File: src/hdl/trb_pkg.sv
// Constants and types shared by both ends of the telemetry read-back link.
package trb_pkg;
    localparam logic [7:0] LOC_READBACK_CMD = 8'h80;
    localparam logic [7:0] LOC_TURN_OFF = 8'h0E;
    localparam logic [7:0] SUB_INSTANT_STATUS = 8'h14;
    localparam logic [7:0] SUB_REGION_FLAGS = 8'h16;
    localparam logic [7:0] SUB_AVG_CURRENT = 8'h18;
    localparam logic [7:0] SUB_AVG_VOLTAGE = 8'h1A;
    localparam logic [7:0] SUB_DAC_READBACK = 8'h1C;
    localparam logic [7:0] SUB_FAULT_HISTORY = 8'h20;
    localparam logic [7:0] SUB_INTERRUPT_WORD = 8'h22;
    localparam int BIT_INT_ENABLE = 15;
    localparam int BIT_SYSTEM_READY = 14;
    localparam int BIT_TURN_OFF_CMD = 12;
    localparam int BIT_PSU_OFF_SEEN = 5;
    localparam int BIT_SENSE_SHORT_RESTART = 12;
    localparam int BIT_OVERVOLTAGE_RESTART = 10;
    localparam int BIT_CONSTANT_CURRENT = 2;
    localparam int BIT_CONSTANT_POWER = 1;
    localparam int BIT_CONSTANT_VOLTAGE = 0;
    localparam int INT_STATUS_LSB = 0;
    localparam int INT_MASK_LSB = 9;
    localparam int INT_BITS = 7;
    localparam int INT_NOT_READY = 6;
    localparam int INT_TURN_OFF = 5;
    localparam logic [15:0] LIVE_FLAG_MASK = 16'h363F;
    localparam logic [15:0] FAULT_HISTORY_MASK = 16'h9EF7;
    localparam logic [15:0] RESET_WORD = 16'h0000;
    localparam logic [2:0] RESET_REGION = 3'h1;
    localparam int SAMPLE_COUNT = 16;
    localparam int SAMPLE_SHIFT = 4;
    localparam logic [4:0] HOST_REG_CMD = 5'h00;
    localparam logic [4:0] HOST_REG_DATA = 5'h04;
    localparam logic [4:0] HOST_REG_STAT = 5'h08;
    localparam logic [4:0] HOST_REG_INT_STATUS = 5'h0C;
    localparam logic [4:0] HOST_REG_INT_MASK = 5'h10;
    localparam logic [1:0] OP_READ = 2'h1;
    localparam logic [1:0] OP_TURN_OFF = 2'h2;
    localparam logic [1:0] OP_WRITE_INT = 2'h3;
    typedef enum logic [2:0] {
        ST_POLL_SEL = 3'b000,
        ST_POLL_RD = 3'b001,
        ST_POLL_WAIT = 3'b010,
        ST_IDLE = 3'b011,
        ST_CMD_SEL = 3'b100,
        ST_CMD_RD = 3'b101,
        ST_CMD_WAIT = 3'b110,
        ST_CMD_WR = 3'b111
    } trb_host_state_type;
endpackage

File: src/hdl/trb_link_if.sv
// Word-level link between the controlling host and the telemetry bank.
`timescale 1ns/1ps
interface trb_link_if;
    logic wr_en;
    logic rd_en;
    logic [7:0] loc;
    logic [15:0] wdata;
    logic [15:0] rdata;
    logic rvalid;
    logic restart;
    logic irq;
    modport host_end(output wr_en, rd_en, loc, wdata, input rdata, rvalid, restart, irq);
    modport device_end(input wr_en, rd_en, loc, wdata, output rdata, rvalid, restart, irq);
endinterface

File: src/hdl/trb_averager.sv
// Running mean over the last sixteen samples of one measurement.
`timescale 1ns/1ps
module trb_averager
    import trb_pkg::*;
#(
    parameter int WIDTH = 8
) (
    input wire logic ref_clk,
    input wire logic srst,
    input wire logic [WIDTH-1:0] sample,
    input wire logic sample_valid,
    output logic [WIDTH-1:0] mean
);
    logic [WIDTH-1:0] taps [SAMPLE_COUNT];
    logic [WIDTH+SAMPLE_SHIFT-1:0] sum;

    genvar i;
    generate
        for (i = 0; i < SAMPLE_COUNT; i++) begin : g_tap
            always_ff @(posedge ref_clk) begin
                if (srst) begin
                    taps[i] <= '0;
                end else if (sample_valid) begin
                    taps[i] <= (i == 0) ? sample : taps[(i == 0) ? 0 : i - 1];
                end
            end
        end
    endgenerate

    // The sum drops the oldest tap as the newest enters, so it never overflows.
    always_ff @(posedge ref_clk) begin
        if (srst) begin
            sum <= '0;
        end else if (sample_valid) begin
            sum <= sum + (WIDTH+SAMPLE_SHIFT)'(sample)
                - (WIDTH+SAMPLE_SHIFT)'(taps[SAMPLE_COUNT-1]);
        end
    end

    assign mean = sum[WIDTH+SAMPLE_SHIFT-1:SAMPLE_SHIFT];
endmodule

File: src/hdl/trb_device_end.sv
// Telemetry read-back register bank at the controller end of the link.
`timescale 1ns/1ps
module trb_device_end
    import trb_pkg::*;
#(
    parameter int CUR_WIDTH = 8,
    parameter int VOLT_WIDTH = 12
) (
    input wire logic ref_clk,
    input wire logic srst,
    trb_link_if.device_end link,
    input wire logic able_in,
    input wire logic [CUR_WIDTH-1:0] current_sample,
    input wire logic current_valid,
    input wire logic [VOLT_WIDTH-1:0] voltage_sample,
    input wire logic voltage_valid,
    input wire logic [15:0] dac_readback,
    input wire logic [15:0] live_flags,
    input wire logic [15:0] fault_events,
    input wire logic [INT_BITS-1:0] int_events,
    input wire logic restart_evt,
    input wire logic [CUR_WIDTH-1:0] cc_setpoint,
    input wire logic [CUR_WIDTH+VOLT_WIDTH-1:0] power_limit,
    output logic [2:0] regulation_region_flags,
    output logic psu_off,
    output logic irq
);
    logic [CUR_WIDTH-1:0] avg_current;
    logic [VOLT_WIDTH-1:0] avg_voltage;
    logic system_ready;
    logic [7:0] selected_sub;
    logic [15:0] instant_status_word;
    logic [15:0] avg_current_word;
    logic [15:0] avg_voltage_word;
    logic [15:0] fault_history_word;
    logic [INT_BITS-1:0] int_status;
    logic [INT_BITS-1:0] int_mask;
    logic [15:0] interrupt_word;
    logic [15:0] next_rdata;
    logic [2:0] next_region;
    logic turn_off_cmd;
    logic int_write;
    logic ready_prev;
    logic [INT_BITS-1:0] int_set;
    logic [CUR_WIDTH+VOLT_WIDTH-1:0] avg_power;

    trb_averager #(.WIDTH(CUR_WIDTH)) u_avg_current (
        .ref_clk(ref_clk),
        .srst(srst),
        .sample(current_sample),
        .sample_valid(current_valid),
        .mean(avg_current)
    );

    trb_averager #(.WIDTH(VOLT_WIDTH)) u_avg_voltage (
        .ref_clk(ref_clk),
        .srst(srst),
        .sample(voltage_sample),
        .sample_valid(voltage_valid),
        .mean(avg_voltage)
    );

    // Ready follows the capability input, but is held low during reset.
    always_ff @(posedge ref_clk) begin
        if (srst) begin
            system_ready <= 1'b0;
        end else begin
            system_ready <= able_in;
        end
    end

    // Restart pulse tells the host to poll the ready flag again.
    always_ff @(posedge ref_clk) begin
        if (srst) begin
            link.restart <= 1'b0;
        end else begin
            link.restart <= restart_evt;
        end
    end

    // The read-back selection is always accepted, even while not ready.
    always_ff @(posedge ref_clk) begin
        if (srst) begin
            selected_sub <= SUB_INSTANT_STATUS;
        end else if (link.wr_en && link.loc == LOC_READBACK_CMD) begin
            selected_sub <= link.wdata[7:0];
        end
    end

    assign turn_off_cmd = link.wr_en && system_ready && link.loc == LOC_TURN_OFF
        && link.wdata[BIT_TURN_OFF_CMD];
    assign int_write = link.wr_en && system_ready && link.loc == SUB_INTERRUPT_WORD;

    always_ff @(posedge ref_clk) begin
        if (srst) begin
            psu_off <= 1'b0;
        end else if (turn_off_cmd) begin
            psu_off <= 1'b1;
        end
    end

    // Fault history only clears through reset; events are gathered sticky.
    always_ff @(posedge ref_clk) begin
        if (srst) begin
            fault_history_word <= RESET_WORD;
        end else begin
            fault_history_word <= fault_history_word | (fault_events & FAULT_HISTORY_MASK);
            if (fault_events[BIT_SENSE_SHORT_RESTART]) begin
                fault_history_word[BIT_SENSE_SHORT_RESTART] <= 1'b1;
            end
            if (fault_events[BIT_OVERVOLTAGE_RESTART]) begin
                fault_history_word[BIT_OVERVOLTAGE_RESTART] <= 1'b1;
            end
            if (turn_off_cmd) begin
                fault_history_word[BIT_PSU_OFF_SEEN] <= 1'b1;
            end
        end
    end

    always_ff @(posedge ref_clk) begin
        if (srst) begin
            ready_prev <= 1'b0;
        end else begin
            ready_prev <= system_ready;
        end
    end

    always_comb begin
        int_set = int_events;
        int_set[INT_NOT_READY] = ready_prev && !system_ready;
        int_set[INT_TURN_OFF] = int_events[INT_TURN_OFF] | turn_off_cmd;
    end

    // Status bits clear on a written one; a new event in that cycle wins.
    always_ff @(posedge ref_clk) begin
        if (srst) begin
            int_status <= '0;
        end else if (int_write) begin
            int_status <= (int_status & ~link.wdata[INT_STATUS_LSB +: INT_BITS]) | int_set;
        end else begin
            int_status <= int_status | int_set;
        end
    end

    always_ff @(posedge ref_clk) begin
        if (srst) begin
            int_mask <= '0;
        end else if (int_write) begin
            int_mask <= link.wdata[INT_MASK_LSB +: INT_BITS];
        end
    end

    always_ff @(posedge ref_clk) begin
        if (srst) begin
            irq <= 1'b0;
            link.irq <= 1'b0;
        end else begin
            irq <= |(int_status & int_mask);
            link.irq <= |(int_status & int_mask);
        end
    end

    always_comb begin
        interrupt_word = RESET_WORD;
        interrupt_word[INT_STATUS_LSB +: INT_BITS] = int_status;
        interrupt_word[INT_MASK_LSB +: INT_BITS] = int_mask;
    end

    always_comb begin
        instant_status_word = live_flags & LIVE_FLAG_MASK;
        instant_status_word[BIT_SYSTEM_READY] = system_ready;
        instant_status_word[BIT_INT_ENABLE] = |int_mask;
    end

    assign avg_current_word = {{(16-CUR_WIDTH){1'b0}}, avg_current};
    assign avg_voltage_word = {{(16-VOLT_WIDTH){1'b0}}, avg_voltage};
    assign avg_power = (CUR_WIDTH+VOLT_WIDTH)'(avg_current) * (CUR_WIDTH+VOLT_WIDTH)'(avg_voltage);

    // Regulation decisions look only at the averaged current and voltage, never a raw sample.
    always_comb begin
        next_region = '0;
        if (avg_current >= cc_setpoint) begin
            next_region[BIT_CONSTANT_CURRENT] = 1'b1;
        end else if (avg_power >= power_limit) begin
            next_region[BIT_CONSTANT_POWER] = 1'b1;
        end else begin
            next_region[BIT_CONSTANT_VOLTAGE] = 1'b1;
        end
    end

    always_ff @(posedge ref_clk) begin
        if (srst) begin
            regulation_region_flags <= RESET_REGION;
        end else begin
            regulation_region_flags <= next_region;
        end
    end

    always_comb begin
        if (selected_sub == SUB_INSTANT_STATUS) begin
            next_rdata = instant_status_word;
        end else if (selected_sub == SUB_REGION_FLAGS) begin
            next_rdata = {13'h0000, regulation_region_flags};
        end else if (selected_sub == SUB_AVG_CURRENT) begin
            next_rdata = avg_current_word;
        end else if (selected_sub == SUB_AVG_VOLTAGE) begin
            next_rdata = avg_voltage_word;
        end else if (selected_sub == SUB_DAC_READBACK) begin
            next_rdata = dac_readback;
        end else if (selected_sub == SUB_FAULT_HISTORY) begin
            next_rdata = fault_history_word;
        end else if (selected_sub == SUB_INTERRUPT_WORD) begin
            next_rdata = interrupt_word;
        end else begin
            next_rdata = RESET_WORD;
        end
    end

    // Reads of the command location return the selected word one cycle later.
    always_ff @(posedge ref_clk) begin
        if (srst) begin
            link.rdata <= RESET_WORD;
            link.rvalid <= 1'b0;
        end else begin
            link.rvalid <= link.rd_en;
            if (link.rd_en && link.loc == LOC_READBACK_CMD) begin
                link.rdata <= next_rdata;
            end else if (link.rd_en) begin
                link.rdata <= RESET_WORD;
            end
        end
    end
endmodule

File: src/flat_wrapper.sv
// flat-port wrapper written by rule: the top's interface ports become plain ports
module trb_device_end_flat import trb_pkg::*;
#(
    parameter int CUR_WIDTH = 8,
    parameter int VOLT_WIDTH = 12
)
  (ref_clk, srst, able_in, current_sample, current_valid, voltage_sample, voltage_valid, dac_readback, live_flags, fault_events, int_events, restart_evt, cc_setpoint, power_limit, regulation_region_flags, psu_off, irq, link_wr_en, link_rd_en, link_loc, link_wdata, link_rdata, link_rvalid, link_restart, link_irq);
  trb_link_if link_i ();
  input wire logic ref_clk;
  input wire logic srst;
  input wire logic able_in;
  input wire logic [CUR_WIDTH-1:0] current_sample;
  input wire logic current_valid;
  input wire logic [VOLT_WIDTH-1:0] voltage_sample;
  input wire logic voltage_valid;
  input wire logic [15:0] dac_readback;
  input wire logic [15:0] live_flags;
  input wire logic [15:0] fault_events;
  input wire logic [INT_BITS-1:0] int_events;
  input wire logic restart_evt;
  input wire logic [CUR_WIDTH-1:0] cc_setpoint;
  input wire logic [CUR_WIDTH+VOLT_WIDTH-1:0] power_limit;
  output logic [2:0] regulation_region_flags;
  output logic psu_off;
  output logic irq;
  input wire logic [$bits(link_i.wr_en)-1:0] link_wr_en;
  input wire logic [$bits(link_i.rd_en)-1:0] link_rd_en;
  input wire logic [$bits(link_i.loc)-1:0] link_loc;
  input wire logic [$bits(link_i.wdata)-1:0] link_wdata;
  output wire logic [$bits(link_i.rdata)-1:0] link_rdata;
  output wire logic [$bits(link_i.rvalid)-1:0] link_rvalid;
  output wire logic [$bits(link_i.restart)-1:0] link_restart;
  output wire logic [$bits(link_i.irq)-1:0] link_irq;
  assign link_i.wr_en = link_wr_en;
  assign link_i.rd_en = link_rd_en;
  assign link_i.loc = link_loc;
  assign link_i.wdata = link_wdata;
  assign link_rdata = link_i.rdata;
  assign link_rvalid = link_i.rvalid;
  assign link_restart = link_i.restart;
  assign link_irq = link_i.irq;
  trb_device_end #(.CUR_WIDTH(CUR_WIDTH), .VOLT_WIDTH(VOLT_WIDTH)) u_core (.ref_clk(ref_clk), .srst(srst), .link(link_i), .able_in(able_in), .current_sample(current_sample), .current_valid(current_valid), .voltage_sample(voltage_sample), .voltage_valid(voltage_valid), .dac_readback(dac_readback), .live_flags(live_flags), .fault_events(fault_events), .int_events(int_events), .restart_evt(restart_evt), .cc_setpoint(cc_setpoint), .power_limit(power_limit), .regulation_region_flags(regulation_region_flags), .psu_off(psu_off), .irq(irq));
endmodule
File: config.mk
export PLATFORM = sky130hd
export DESIGN_NAME = trb_device_end_flat
export DESIGN_NICKNAME = d
export VERILOG_FILES = /design/src/hdl/trb_pkg.sv /design/src/hdl/trb_link_if.sv /design/src/hdl/trb_averager.sv /design/src/hdl/trb_device_end.sv /design/src/flat_wrapper.sv
export SDC_FILE = /design/constraint.sdc
export NUM_CORES = 1
export LEC_CHECK = 0
export ABC_AREA = 1
export BUFFER_PORTS_ARGS = -buffer_cell sky130_fd_sc_hd__buf_2
export CORE_MARGIN = 4
export CORE_UTILIZATION = 40
export DETAILED_ROUTE_END_ITERATION = 16
export GPL_TIMING_DRIVEN = 0
export MAX_ROUTING_LAYER = met4
export SYNTH_ARGS = -nofsm -noshare
export SYNTH_HDL_FRONTEND = slang
export SYNTH_SLANG_ARGS = --single-unit
File: constraint.sdc
create_clock -name ref_clk -period 7.6 [get_ports ref_clk]
set_clock_uncertainty 0.05 [all_clocks]
set_input_delay 0.38 -clock ref_clk [delete_from_list [all_inputs] [get_ports ref_clk]]
set_output_delay 0.38 -clock ref_clk [all_outputs]
set_load 0.01 [all_outputs]
==> impl_metrics.ini <==
[outcome]
status = complete, no violations

[power_and_ir_drop]
clockPowerShare = 0.302
p_int_w = 0.004570
p_switching_w = 0.002351
vdd_ir_drop_max_mv = 0.1960
power_leakage_nw = 12.15
switching_share = 0.3397
p_comb_frac = 0.312
power_density_nw_per_um2 = 275.7
power_frac_seq = 0.386

[setup_path]
r2r-start = u_core.u_avg_current.sum[11]
crit_fanout = 10
setup.worst_path.end_class = register
r2r_setup_slack_ns = 1.23
r2r-end = u_core.regulation_region_flags[0]
crit_end = u_core.regulation_region_flags[0]
worstSetupStartpointType = register
reg2reg_depth = 26
cp_data_required_time_ns = 7.97
arrival_ns = 6.75
crit_type = reg -> reg
startpoint = u_core.u_avg_current.sum[11]

[die]
die_area_um2 = 58200
die_h_um = 241.3
initial_core_util = 0.4044
std_cell_rows = 85
die_w_um = 241.3
ioPinCount = 159
core_um2 = 53810

[sta]
period_share = 0.8385
worst_pin_slew_ns = 0.7058
min_period_ns = 6.372
max_freq_mhz = 156.9
rsz0062_at_grt = no
slew_headroom = 0.5295
finalMaxSlewViolations = 0
finalHoldViolCount = 0
setup_tns_ns = 0
finalSetupViolations = 0
setup_slack_ns = 1.228

[synth]
synth_fp_nets = 2705
synth_edf_count = 320
ys_warn_count = 0
synth_area_um2 = 21760
ys_seq_area_frac = 0.5216
post_synth_num_cell_types = 52
synth.avg_cell_area_um2 = 9.091
ys_async_sr_fraction = 0
synth_cells = 2394
synth-main-ff-cell = edfxtp_1
ys_ff_latch = 407

[clocking]
cts_made_buffers = 42
clk_pin_slew_worst_paths_ns = 0.06
hold_buffers = 21
cts_buffer_depth = 3
cts_sinks = 407
cts_root_buffer = clkbuf_16
cts_tree = done
post_cts_buffers = 0
htreeDepth = 2
postCtsResizedCells = 0
clock_latency_ns = 0.56

[detailed_routing]
drt_first_pass_iters = 5
wl_met2_mm = 24.01
ant_nets = 0
drcViolationCount = 0
wl_met3_mm = 2.068
m1WireLength_mm = 21.50
highest_layer = met4
viasPerCell = 4.598
wire_per_inst_um = 14.62
drtIter0Drc = 914
drt_wl_total_mm = 48.82
vias = 15350

[place]
dp_hpwl_mm = 37.08
pre_cts_ws_ns = 1.199
gp_congestion = 0.9208
port_buffers = 145

[global_routing]
antenna_found_initial = 0
grt_pass1_vias = 15290
grt_pass1_wl_mm = 78.05
grt_overflow = 0
grt_start_max_net_pins = 70
grt_usage = 0.1726

[layout]
area.sequential_um2 = 11350
multiInputGateArea_um2 = 7527
final_layout_size_suffix_gt1_frac = 0.1059
nets = 2920
fin_util = 0.4665
diodes = 0
synthToLayoutAreaGrowth_pct = 15.36
nFillCells = 5150

[min_path]
holdCritPathClass = in -> reg
hp-start = link_wdata[12]

[job]
cap_violations = 0
==> layout by cell type, fill, tap and decap left out, drive strengths merged, types with 3 or more instances in the layout <==
master | netlist | final
a21oi | 103 | 103
a21o | 5 | 5
a211oi | 6 | 6
ha | 96 | 96
clkbuf | 37 | 91
bufinv | 0 | 5
o21ai | 68 | 68
dfxtp | 87 | 87
fa | 80 | 80
nand3 | 47 | 47
o21a | 4 | 4
xnor2 | 5 | 5
o211ai | 3 | 3
o21bai | 9 | 9
nand2 | 315 | 315
edfxtp | 320 | 320
nand4 | 17 | 17
dlygate4sd3 | 0 | 21
clkinv | 2 | 20
nor3 | 12 | 12
buf | 36 | 186
or2 | 5 | 5
nor2 | 422 | 422
xor2 | 13 | 13
o22ai | 12 | 12
inv | 675 | 675
==> final cells by class <==
type                       instances  area share
multi-input combinational       1237      0.2998
tap                              696     0.03469
clock buffer                      54     0.04570
clock inverter                    24     0.01027
inverter                         677      0.1014
buffer                            73     0.01381
timing repair buffer             171     0.04216
sequential                       407      0.4521
==> metal layers <==
metal | track usage | vias up
li1 | - | 7725
met1 | 0.2253 | 7241
met2 | 0.2843 | 302
met3 | 0.02448 | 85
met4 | 0.04869 | 0
met5 | - | -
==> flip-flops by register name (all words and copies together) (netlist names), 3 cells and up <==
signal                          flops
u_core.selected_sub                 8
u_core.regulation_region_flags      3
u_core.link.rdata                  16
u_core.u_avg_current.sum           12
u_core.int_mask                     7
u_core.fault_history_word          12
u_core.u_avg_current.taps         128
u_core.int_status                   7
u_core.u_avg_voltage.taps         192
u_core.u_avg_voltage.sum           16
==> worst max-delay path: stages, from the launching register on <==
cell      delay [ns]
dfxtp_1         0.37
clkbuf_1        0.38
clkbuf_1        0.46
nand2_1         0.16
fa_1            0.56
fa_1            0.55
inv_1           0.06
fa_1            0.53
inv_1           0.06
fa_1            0.52
inv_1           0.04
ha_1            0.35
nand2_1         0.12
inv_1           0.04
a21oi_1         0.30
o21ai_1         0.18
nand3_1         0.11
nand2_1         0.06
xor2_1          0.14
ha_1            0.30
nand2_1         0.07
nor2_1          0.22
nand2_1         0.09
inv_1           0.07
nand3_1         0.08
nand4_1         0.23
o21ai_0         0.11
==> cell usage after synthesis, types with 9 or more instances <==
master,number,area share
o22ai_1,12,0.0034
a21oi_1,102,0.023
o21ai_1,10,0.0023
nor3_1,10,0.0023
edfxtp_1,320,0.44
buf_2,28,0.0064
xor2_1,13,0.0052
o21bai_1,9,0.0031
nand4_1,17,0.0049
nor2_1,413,0.071
dfxtp_1,87,0.080
clkbuf_1,37,0.0064
ha_1,96,0.055
inv_2,11,0.0019
o21ai_0,58,0.013
nand3_1,46,0.011
inv_1,663,0.11
nand2_1,306,0.053
fa_1,80,0.074
==> logic make-up after synthesis <==
| kind of cell | share of synthesized area |
|---|---|
| AO/OA/AOI/OAI | 0.05628 |
| XOR/XNOR | 0.007244 |
| adder cells (fa/ha/maj) | 0.1288 |
| flip-flops | 0.5216 |
| AND/OR/NAND/NOR | 0.1536 |
| buffers and inverters | 0.1326 |
==> worst min path at each step <==
stage,to,slack [ns],cells after the start
4_1_cts,u_core.int_mask[3],0.004,3
3_3_place_gp,u_core.psu_off,0.39,2
3_5_place_dp,u_core.psu_off,0.40,2
2_1_floorplan,u_core.int_status[6],0.38,2
5_1_grt,u_core.int_mask[3],0.02,3
6_report,u_core.int_mask[3],0.03,3
==> power groups by stage <==
stage / logic [W] / registers, W / clock network, W
CTS: 0.00218 / 0.00267 / 0.00215
global placement: 0.00210 / 0.00274 / 0
global route: 0.00250 / 0.00269 / 0.00224
floorplan: 0.00157 / 0.00270 / 0
detailed placement: 0.00216 / 0.00272 / 0
finish: 0.00216 / 0.00267 / 0.00209
==> per-stage QoR <==
stage	instance area [um^2]	power [W]	cells	hold WS, ns
floorplan	21760	0.004270	2394	0.3789
global placement	23360	0.004844	3235	0.3905
CTS	25110	0.007007	3339	0.003827
global route	25110	0.007428	3339	0.02129
detailed placement	23490	0.004878	3240	0.3971
finish	25110	0.006922	3339	0.03219
Note: power is estimated with default switching activity, not from simulation.
